File: config.mk
export PLATFORM = sky130hd
export DESIGN_NAME = cax_aux_regs
export DESIGN_NICKNAME = d
export VERILOG_FILES = /design/src/cax_pkg.sv /design/src/cax_tone_gen.sv /design/src/cax_aux_regs.sv
export SDC_FILE = /design/constraint.sdc
export NUM_CORES = 1
export LEC_CHECK = 0
export BUFFER_PORTS_ARGS = -buffer_cell sky130_fd_sc_hd__buf_2
export CAP_MARGIN = 20
export CORE_UTILIZATION = 60
export DETAILED_ROUTE_END_ITERATION = 10
export PLACE_DENSITY = 0.8
export SYNTH_ARGS = -nofsm -noshare
export SYNTH_HDL_FRONTEND = slang
export SYNTH_SLANG_ARGS = --single-unit
File: constraint.sdc
create_clock -name clk -period 4.3 [get_ports clk]
set_clock_uncertainty 0.15 [all_clocks]
set_input_delay 0.645 -clock clk [delete_from_list [all_inputs] [get_ports clk]]
set_output_delay 0.645 -clock clk [all_outputs]
set_load 0.01 [all_outputs]
File: src/cax_pkg.sv
/*
 * Package for the codec auxiliary control registers: addresses, field
 * positions, reset values, tone frequencies and the register request type.
 * Assumes a 250 MHz system clock and an upstream serial control bus decoder.
 */
package cax_pkg;
   // ==========================================================
   // Clock
   localparam int unsigned CAX_CLK_HZ = 250_000_000;

   // ==========================================================
   // Register addresses
   localparam logic [2:0] CAX_ADDR_DRV_CTRL   = 3'h5; // regulator_driver_control
   localparam logic [2:0] CAX_ADDR_VAD_CTRL   = 3'h6; // voice_detect_control
   localparam logic [2:0] CAX_ADDR_VAD_STATUS = 3'h7; // voice_detect_status

   // ==========================================================
   // Field positions
   localparam int CAX_DRV_SRC_SEL_BIT = 7;
   localparam int CAX_REG2_PWR_BIT    = 5;
   localparam int CAX_REG1_PWR_BIT    = 4;
   localparam int CAX_DRV_ON_LSB      = 0;
   localparam int CAX_VAD_EN_BIT      = 7;
   localparam int CAX_VAD_THR_BIT     = 6;
   localparam int CAX_VAD_AUX_BIT     = 3;
   localparam int CAX_VAD_FLAG_BIT    = 7;
   localparam int CAX_NOISE_LSB       = 5;

   // ==========================================================
   // Reset values and writable masks
   localparam logic [7:0] CAX_DRV_CTRL_RST = 8'h00;
   localparam logic [7:0] CAX_VAD_CTRL_RST = 8'h00;
   localparam logic [7:0] CAX_DRV_CTRL_MSK = 8'hBF;
   localparam logic [7:0] CAX_VAD_CTRL_MSK = 8'hC8;

   // ==========================================================
   // Tone frequencies in Hz
   localparam int unsigned CAX_F_WARBLE_HZ = 8;
   localparam int unsigned CAX_F_2730_HZ = 2730;
   localparam int unsigned CAX_F_2500_HZ = 2500;
   localparam int unsigned CAX_F_2000_HZ = 2000;
   localparam int unsigned CAX_F_2667_HZ = 2667;
   localparam int unsigned CAX_F_1000_HZ = 1000;
   localparam int unsigned CAX_F_1333_HZ = 1333;
   localparam int unsigned CAX_F_400_HZ  = 400;
   localparam int unsigned CAX_F_440_HZ  = 440;
   localparam int unsigned CAX_F_480_HZ  = 480;
   localparam int unsigned CAX_F_667_HZ  = 667;
   localparam int unsigned CAX_F_800_HZ  = 800;
   localparam int unsigned CAX_F_1200_HZ = 1200;
   localparam int unsigned CAX_F_1300_HZ = 1300;
   localparam int unsigned CAX_F_1477_HZ = 1477;
   localparam int unsigned CAX_F_1633_HZ = 1633;
   localparam int unsigned CAX_F_2100_HZ = 2100;
   localparam int unsigned CAX_F_2400_HZ = 2400;
   localparam int unsigned CAX_F_2700_HZ = 2700;
   localparam int unsigned CAX_F_3000_HZ = 3000;

   // Phase increment of a 32-bit accumulator for a given frequency
   function automatic logic [31:0] cax_inc(input int unsigned hz);
      logic [63:0] p;
      p = (64'(hz) << 32) / 64'(CAX_CLK_HZ);
      return p[31:0];
   endfunction

   localparam logic [31:0] CAX_INC_WARBLE = cax_inc(CAX_F_WARBLE_HZ);

   // ==========================================================
   // Register request from the serial control bus decoder
   typedef struct packed {
      logic       wr;
      logic       rd;
      logic [2:0] addr;
      logic [7:0] data;
   } cax_req_t;

   // Decoded tone setting
   typedef struct packed {
      logic        valid;
      logic        warble;
      logic [31:0] inc_a;
      logic [31:0] inc_b;
   } cax_tone_t;
endpackage

File: src/cax_tone_gen.sv
/*
 * Non-keypad tone generator: square wave from a phase accumulator, with an
 * 8 Hz warble between two frequencies. Assumes the enable, kind select and
 * code come from neighbouring registers in the same clock domain.
 */
`timescale 1ns/1ps
`default_nettype none
module cax_tone_gen (
   input  wire logic       clk,
   input  wire logic       reset_n,
   input  wire logic       enable,
   input  wire logic       kind_select,
   input  wire logic [4:0] code,
   output var  logic       tone_r
);
   // ==========================================================
   // Frequency table
   function automatic cax_pkg::cax_tone_t tone_decode(input logic [4:0] c);
      cax_pkg::cax_tone_t t;
      t = '0;
      t.valid = 1'b1;
      case (c)
         5'h00:
         begin
            t.warble = 1'b1;
            t.inc_a  = cax_pkg::cax_inc(cax_pkg::CAX_F_2730_HZ);
            t.inc_b  = cax_pkg::cax_inc(cax_pkg::CAX_F_2500_HZ); // [RULE3]
         end
         5'h01:
         begin
            t.warble = 1'b1;
            t.inc_a  = cax_pkg::cax_inc(cax_pkg::CAX_F_2000_HZ);
            t.inc_b  = cax_pkg::cax_inc(cax_pkg::CAX_F_2667_HZ); // [RULE3]
         end
         5'h02:
         begin
            t.warble = 1'b1;
            t.inc_a  = cax_pkg::cax_inc(cax_pkg::CAX_F_1000_HZ);
            t.inc_b  = cax_pkg::cax_inc(cax_pkg::CAX_F_1333_HZ); // [RULE3]
         end
         5'h09: t.inc_a = cax_pkg::cax_inc(cax_pkg::CAX_F_400_HZ);   // [RULE4]
         5'h0A: t.inc_a = cax_pkg::cax_inc(cax_pkg::CAX_F_440_HZ);
         5'h0B: t.inc_a = cax_pkg::cax_inc(cax_pkg::CAX_F_480_HZ);
         5'h0D: t.inc_a = cax_pkg::cax_inc(cax_pkg::CAX_F_667_HZ);
         5'h0E: t.inc_a = cax_pkg::cax_inc(cax_pkg::CAX_F_800_HZ);
         5'h0F: t.inc_a = cax_pkg::cax_inc(cax_pkg::CAX_F_1000_HZ);
         5'h10: t.inc_a = cax_pkg::cax_inc(cax_pkg::CAX_F_1200_HZ);
         5'h11: t.inc_a = cax_pkg::cax_inc(cax_pkg::CAX_F_1300_HZ);
         5'h13: t.inc_a = cax_pkg::cax_inc(cax_pkg::CAX_F_1477_HZ);
         5'h14: t.inc_a = cax_pkg::cax_inc(cax_pkg::CAX_F_1633_HZ);
         5'h15: t.inc_a = cax_pkg::cax_inc(cax_pkg::CAX_F_2000_HZ);
         5'h16: t.inc_a = cax_pkg::cax_inc(cax_pkg::CAX_F_2100_HZ);
         5'h18: t.inc_a = cax_pkg::cax_inc(cax_pkg::CAX_F_2400_HZ);
         5'h1A: t.inc_a = cax_pkg::cax_inc(cax_pkg::CAX_F_2500_HZ);
         5'h1D: t.inc_a = cax_pkg::cax_inc(cax_pkg::CAX_F_2700_HZ);
         5'h1F: t.inc_a = cax_pkg::cax_inc(cax_pkg::CAX_F_3000_HZ); // [RULE4]
         default: t.valid = 1'b0; // Blank codes give silence
      endcase
      return t;
   endfunction

   cax_pkg::cax_tone_t set;
   logic               run;
   logic [31:0]        phase_r;
   logic [31:0]        phase_nxt;
   logic [31:0]        warble_r;
   logic [31:0]        warble_nxt;
   logic               tone_nxt;

   // Run only when enabled, other-tone table chosen and code defined
   assign set = tone_decode(code);
   assign run = enable && !kind_select && set.valid; // [RULE1] [RULE2]

   // Next phase of both accumulators
   always_comb
   begin
      phase_nxt  = '0;
      warble_nxt = '0;
      tone_nxt   = 1'b0;
      if (run)
      begin
         warble_nxt = warble_r + cax_pkg::CAX_INC_WARBLE;
         phase_nxt  = phase_r + ((set.warble && warble_r[31]) ? set.inc_b : set.inc_a); // [RULE3]
         tone_nxt   = phase_nxt[31];
      end
   end

   // Registers
   always_ff @(posedge clk)
   begin
      if (!reset_n)
      begin
         phase_r  <= '0;
         warble_r <= '0;
         tone_r   <= 1'b0;
      end
      else
      begin
         phase_r  <= phase_nxt;
         warble_r <= warble_nxt;
         tone_r   <= tone_nxt;
      end
   end
endmodule
`default_nettype wire

File: src/cax_aux_regs.sv
/*
 * Auxiliary control register bank of a voice codec: regulator power, four
 * open-drain drivers, voice activity detector control and its status, plus
 * the non-keypad tone generator. Assumes a serial control bus decoder that
 * hands over one-cycle read/write requests synchronous to clk.
 */
// Notes on behaviour
// [RULE1] Other-tone table only when kind select zero
// [RULE2] Tone generator runs only while enabled
// [RULE3] Codes 0-2 warble between two tones at 8 Hz
// [RULE4] Remaining listed codes give single fixed tones
// [RULE5] Host avoids blank tone codes
// [RULE6] Driver one follows its bit or receive sign
// [RULE7] Regulator two powered when its bit is one
// [RULE8] Regulator one powered when its bit is one
// [RULE9] System holds external power-down pins low
// [RULE10] Driver bits: zero floats, one pulls low
// [RULE11] Detector enable bit switches detection on/off
// [RULE12] Host sets bit three with detector enable
// [RULE13] Threshold bit picks -26 or -38 dBm0
// [RULE14] Host writes zero to unused bits
// [RULE15] Status top bit reports voice versus silence
// [RULE16] Two-bit noise level indicator in status
// [RULE17] Status valid only while detector enabled
// [RULE18] Status low five bits are test only
`timescale 1ns/1ps
`default_nettype none
module cax_aux_regs (
   input  wire logic              clk,
   input  wire logic              reset_n,
   input  wire cax_pkg::cax_req_t req,
   output var  logic [7:0]        rdata_r,
   output var  logic              rvalid_r,
   input  wire logic              rx_sign,
   input  wire logic              tone_enable,
   input  wire logic              tone_kind_select,
   input  wire logic [4:0]        tone_code,
   output var  logic              tone_out_r,
   input  wire logic              vad_voice_in,
   input  wire logic [1:0]        vad_noise_in,
   output var  logic              vad_enable_r,
   output var  logic              vad_threshold_select_r,
   output var  logic              regulator_one_power_r,
   output var  logic              regulator_two_power_r,
   output var  logic [3:0]        drv_out_r,
   output var  logic [3:0]        drv_oe_n_r
);
   // ==========================================================
   // Declarations
   logic [7:0] drv_ctrl_r;
   logic [7:0] drv_ctrl_nxt;
   logic [7:0] vad_ctrl_r;
   logic [7:0] vad_ctrl_nxt;
   logic [7:0] status_r;
   logic [7:0] status_nxt;
   logic [7:0] rdata_nxt;
   logic       rvalid_nxt;
   logic [3:0] drv_oe_n_nxt;

   // Read value of an address, unmapped reads give zero
   function automatic logic [7:0] read_mux(input logic [2:0] a, input logic [7:0] d,
                                           input logic [7:0] v, input logic [7:0] s);
      logic [7:0] r;
      r = 8'h00;
      case (a)
         cax_pkg::CAX_ADDR_DRV_CTRL:   r = d;
         cax_pkg::CAX_ADDR_VAD_CTRL:   r = v;
         cax_pkg::CAX_ADDR_VAD_STATUS: r = s;
         default:                      r = 8'h00;
      endcase
      return r;
   endfunction

   // ==========================================================
   // Control registers: only implemented bits are stored
   always_comb
   begin
      drv_ctrl_nxt = drv_ctrl_r;
      vad_ctrl_nxt = vad_ctrl_r;
      if (req.wr && req.addr == cax_pkg::CAX_ADDR_DRV_CTRL)
      begin
         drv_ctrl_nxt = req.data & cax_pkg::CAX_DRV_CTRL_MSK;
      end
      if (req.wr && req.addr == cax_pkg::CAX_ADDR_VAD_CTRL)
      begin
         vad_ctrl_nxt = req.data & cax_pkg::CAX_VAD_CTRL_MSK;
      end
   end

   // ==========================================================
   // Detect status: voice flag and noise level, zero while detector off
   always_comb
   begin
      status_nxt = 8'h00; // Test bits read as zero [RULE18]
      if (vad_ctrl_r[cax_pkg::CAX_VAD_EN_BIT])
      begin
         status_nxt[cax_pkg::CAX_VAD_FLAG_BIT] = vad_voice_in;              // [RULE15] [RULE17]
         status_nxt[cax_pkg::CAX_NOISE_LSB +: 2] = vad_noise_in;            // [RULE16] [RULE17]
      end
   end

   // ==========================================================
   // Read port: data one cycle after the request
   always_comb
   begin
      rvalid_nxt = req.rd;
      rdata_nxt  = 8'h00;
      if (req.rd)
      begin
         rdata_nxt = read_mux(req.addr, drv_ctrl_r, vad_ctrl_r, status_r);
      end
   end

   // ==========================================================
   // Driver enables: low while the pin is pulled low
   always_comb
   begin
      drv_oe_n_nxt = ~drv_ctrl_nxt[cax_pkg::CAX_DRV_ON_LSB +: 4]; // [RULE10]
      if (drv_ctrl_nxt[cax_pkg::CAX_DRV_SRC_SEL_BIT])
      begin
         drv_oe_n_nxt[0] = ~rx_sign; // [RULE6]
      end
   end

   // ==========================================================
   // Register stage
   always_ff @(posedge clk)
   begin
      if (!reset_n)
      begin
         drv_ctrl_r             <= cax_pkg::CAX_DRV_CTRL_RST;
         vad_ctrl_r             <= cax_pkg::CAX_VAD_CTRL_RST;
         status_r               <= 8'h00;
         rdata_r                <= 8'h00;
         rvalid_r               <= 1'b0;
         drv_oe_n_r             <= 4'hF;
         drv_out_r              <= 4'h0;
         regulator_one_power_r  <= 1'b0;
         regulator_two_power_r  <= 1'b0;
         vad_enable_r           <= 1'b0;
         vad_threshold_select_r <= 1'b0;
      end
      else
      begin
         drv_ctrl_r             <= drv_ctrl_nxt;
         vad_ctrl_r             <= vad_ctrl_nxt;
         status_r               <= status_nxt;
         rdata_r                <= rdata_nxt;
         rvalid_r               <= rvalid_nxt;
         drv_oe_n_r             <= drv_oe_n_nxt;
         drv_out_r              <= 4'h0;                                                  // Open drain low
         regulator_one_power_r  <= drv_ctrl_nxt[cax_pkg::CAX_REG1_PWR_BIT];              // [RULE8]
         regulator_two_power_r  <= drv_ctrl_nxt[cax_pkg::CAX_REG2_PWR_BIT];              // [RULE7]
         vad_enable_r           <= vad_ctrl_nxt[cax_pkg::CAX_VAD_EN_BIT];                // [RULE11]
         vad_threshold_select_r <= vad_ctrl_nxt[cax_pkg::CAX_VAD_THR_BIT];               // [RULE13]
      end
   end

   // ==========================================================
   // Tone generator
   cax_tone_gen u_tone (
      .clk         (clk),
      .reset_n     (reset_n),
      .enable      (tone_enable),
      .kind_select (tone_kind_select),
      .code        (tone_code),
      .tone_r      (tone_out_r)
   );
endmodule
`default_nettype wire

==> results.rst <==
.. list-table::
   :header-rows: 1

   * - Metric
     - Value
   * - Asr flop ratio synth
     - 0%
   * - Clock Root Buffer
     - clkbuf_8
   * - Arrival time of the worst setup path
     - 3900 ps
   * - Crit path launch type
     - primary input
   * - Worst path max stage delay
     - 500 ps
   * - Total number of placement rows
     - 33
   * - Cells after Synth
     - 637
   * - Via/cell ratio
     - 5.946
   * - Setup repair after global routing missed its margin
     - no
   * - Post-CTS clock slew at the launch and capture registers of the worst setup and hold paths
     - 100 ps
   * - Netlist Area Pre-Place
     - 5184 um2
   * - Number of maximum-capacitance violations
     - 0
   * - Warnings from Yosys
     - 0
   * - Number of antenna diodes
     - 0
   * - CTS resizes
     - 0
   * - Final Cycle Share
     - 87.33%
   * - Run status
     - complete, no violations
   * - Clock latency of the later-clocked register in the worst-skew pair
     - 360 ps
   * - Io pins
     - 48
   * - Hold Worst Slack
     - 317.6 ps
   * - Setup total negative slack
     - 0 ps
   * - Count of final hold-check violations
     - 0
   * - Source of the worst register-to-register timing path
     - u_tone.warble_r[31]
   * - Slew at the pin closest to its max-slew limit
     - 680.7 ps
   * - Max-slew violation total from the final report
     - 0
   * - Count of fill cells added during filler insertion
     - 681
   * - TritonCTS clock tree
     - done
   * - Startpoint of the worst hold path
     - drv_ctrl_r[1]
   * - DPL Wire Length
     - 8193 um
   * - Power density of the placed cells
     - 296.3 nW/um2
   * - Cell breakdown of the critical path
     - buf_2 -> nor2b_1 -> o21ai_0 -> a31oi_1 -> nor3_1 -> ha_1 -> fa_1 -> a211oi_1 -> o21ai_0 -> a21oi_1 -> o21ai_0 -> nand3_1 -> mux2i_1
   * - Hold buffers post-CTS
     - 0
   * - Register Area
     - 1802 um2
   * - Maximum count of clock buffers along a single path
     - 2
   * - Number of design-rule violations left by the first detailed-router iteration
     - 199
   * - Largest net degree at the start of global routing
     - 35
   * - Primary FF master, synth
     - dfxtp_1
   * - Critical path endpoint category
     - flip-flop
   * - Number of synthesized register bits
     - 90
   * - Initial cell density of the core
     - 62.46%
   * - Cell at the slowest stage of the critical path
     - a21oi_1
   * - Fin nets
     - 715
   * - Number of setup violations in the final report
     - 0
   * - Mean instance size in the synthesized netlist
     - 8.138 um2
   * - Crit path kind
     - in -> reg
   * - Maximum achievable frequency
     - 266.3 MHz
   * - Number of DRC violations after detailed routing
     - 0
   * - Post-detailed-routing wire length
     - 11,390 um
   * - Die width
     - 94.95 um
   * - Remaining global-route overflow
     - 0
   * - Number of distinct standard cells referenced by the synthesized netlist
     - 68
   * - Number of CTS-inserted buffers
     - 9
   * - EDFF count, synth
     - 0
   * - Largest fanout on the critical path
     - 19
   * - Number of global-route vias before repair
     - 4,342
   * - Crit path required time
     - 4450 ps
   * - Die boundary height
     - 94.95 um
   * - Share of the yosys chip area belonging to registers
     - 34.76%
   * - Leakage
     - 2.292 nW
   * - First-pass GRT wire length
     - 19,530 um
   * - Final period demand of the worst path
     - 3755 ps
   * - Max IR drop VDD
     - 0.0003493 V
   * - Area of combinational cells with multiple inputs
     - 3178 um2
   * - Via Count
     - 4,644
   * - Min-delay worst type
     - reg -> reg
   * - H-tree lvl count
     - 3
   * - Last weighted congestion value of the routability-driven placer
     - 0.9408
   * - Global routing usage summed across all routing layers
     - 27.36%
   * - Total die area
     - 9016 um2
   * - Core Region
     - 8299 um2
   * - Residual antenna-violating net count after detailed routing
     - 0
   * - Layout cell share with drive strength beyond 1
     - 13.31%
   * - Worst relative slew slack
     - 54.62%
   * - Number of antenna violations at the first check in global routing
     - 0
   * - CTS sink count
     - 90
   * - Area growth from synthesis to layout
     - 9.438%
   * - IO Port Bufs
     - 43
   * - Critical path's most frequent cell
     - o21ai_0
   * - Iteration count of the initial detailed-routing pass
     - 5
   * - Wire per inst
     - 14.58 um
   * - Beginning of the critical path
     - tone_code[0]
   * - Number of post-CTS setup repair buffers
     - 0
## cell type report
type | instances | share of cell area, %
clock buffers | 9 | 2.184
clock inverters | 7 | 1.676
inverters | 8 | 0.5293
multi-input cells | 506 | 56.02
flip-flops and latches | 90 | 31.76
well taps | 105 | 2.316
repair buffers | 56 | 5.514
## worst max-delay path: cells and delay by family
family / cells / cell delay (ps)
buffers and inverters: 1 / 270
adders and majority gates: 2 / 650
muxes: 1 / 200
and+or+nand+nor: 3 / 600
AOI/OAI and AO/OA: 6 / 1530
## registers in the layout (all words and copies together) (netlist names)
signal,flops
drv_oe_n_r,4
vad_ctrl_r,2
drv_ctrl_r,7
status_r,3
rdata_r,8
vad_enable_r,1
rvalid_r,1
u_tone.warble_r,32
u_tone.phase_r,32
## stage by stage
| step | utilization [%] | cells | power (W) | instance area [um2] | worst slack [ps] |
|---|---|---|---|---|---|
| finish | 68.36 | 781 | 0.001681 | 5673 | 545.0 |
| global route | 68.36 | 781 | 0.001754 | 5673 | 211.6 |
| CTS | 68.36 | 781 | 0.001695 | 5673 | 619.1 |
| detailed placement | 65.72 | 765 | 0.001071 | 5454 | 230.2 |
| global placement | 65.72 | 765 | 0.001064 | 5454 | 248.8 |
| floorplan | - | 640 | 0.001019 | 5195 | 387.7 |
## logic make-up after synthesis
family / after synthesis / share of synthesized area, %
compound gates: 158 / 19.55
xor+xnor: 39 / 6.589
fa+ha+maj: 18 / 4.489
buf+inv: 44 / 4.152
flops: 90 / 34.76
mux: 21 / 4.176
other cells: 1 / 0.07234
simple gates: 266 / 26.21
## power breakdown
part	total (W)	leakage, nW	internal (W)	switching (W)
Combinational	0.000209	1.45	0.0000809	0.000128
Sequential	0.000846	0.727	0.000842	0.00000411
Clock	0.000627	0.111	0.000287	0.000340
## final timing paths
kind,to,slack (ps),cells after the start
min,rdata_r[1],320,1
max,u_tone.phase_r[18],550,13
max reg2reg,u_tone.phase_r[26],550,13
min reg2reg,rdata_r[1],320,1
## metal layers
layer | GRT usage (%) | up-vias | wire [um]
met5 | 0 | - | 0
met4 | 7.197 | 0 | 160
met3 | 5.556 | 16 | 507
met2 | 47.78 | 134 | 5602
met1 | 34.11 | 2170 | 5120
li1 | - | 2324 | -
## cells in the mapped netlist, types with 11 or more instances
cell type | number | area (um2)
ha_1 | 17 | 212.7
mux2i_1 | 16 | 160.2
clkbuf_1 | 16 | 60.06
nor2b_1 | 20 | 125.1
and2_1 | 16 | 100.1
or3_1 | 12 | 75.07
nand3_1 | 22 | 110.1
and3_1 | 14 | 87.58
nor2_1 | 78 | 292.8
nand2b_1 | 11 | 68.82
dfxtp_1 | 90 | 1802
a21o_1 | 12 | 90.09
xor2_1 | 19 | 166.4
o21ai_0 | 38 | 190.2
a21oi_1 | 44 | 220.2
nand2_1 | 51 | 191.4
xnor2_1 | 20 | 175.2
## layout by cell type, fill, tap and decap left out, types with 13 or more instances in the layout
cell	netlist	layout
ha_1	17	17
buf_2	4	43
xor2_1	19	19
nor2_1	78	78
nand3_1	22	22
o21ai_0	38	38
dfxtp_1	90	90
a21oi_1	44	44
nor2b_1	20	20
and3_1	14	14
xnor2_1	20	20
buf_4	8	13
and2_1	16	16
mux2i_1	16	16
nand2_1	51	51
No activity file was read; power rests on OpenSTA's default activity.
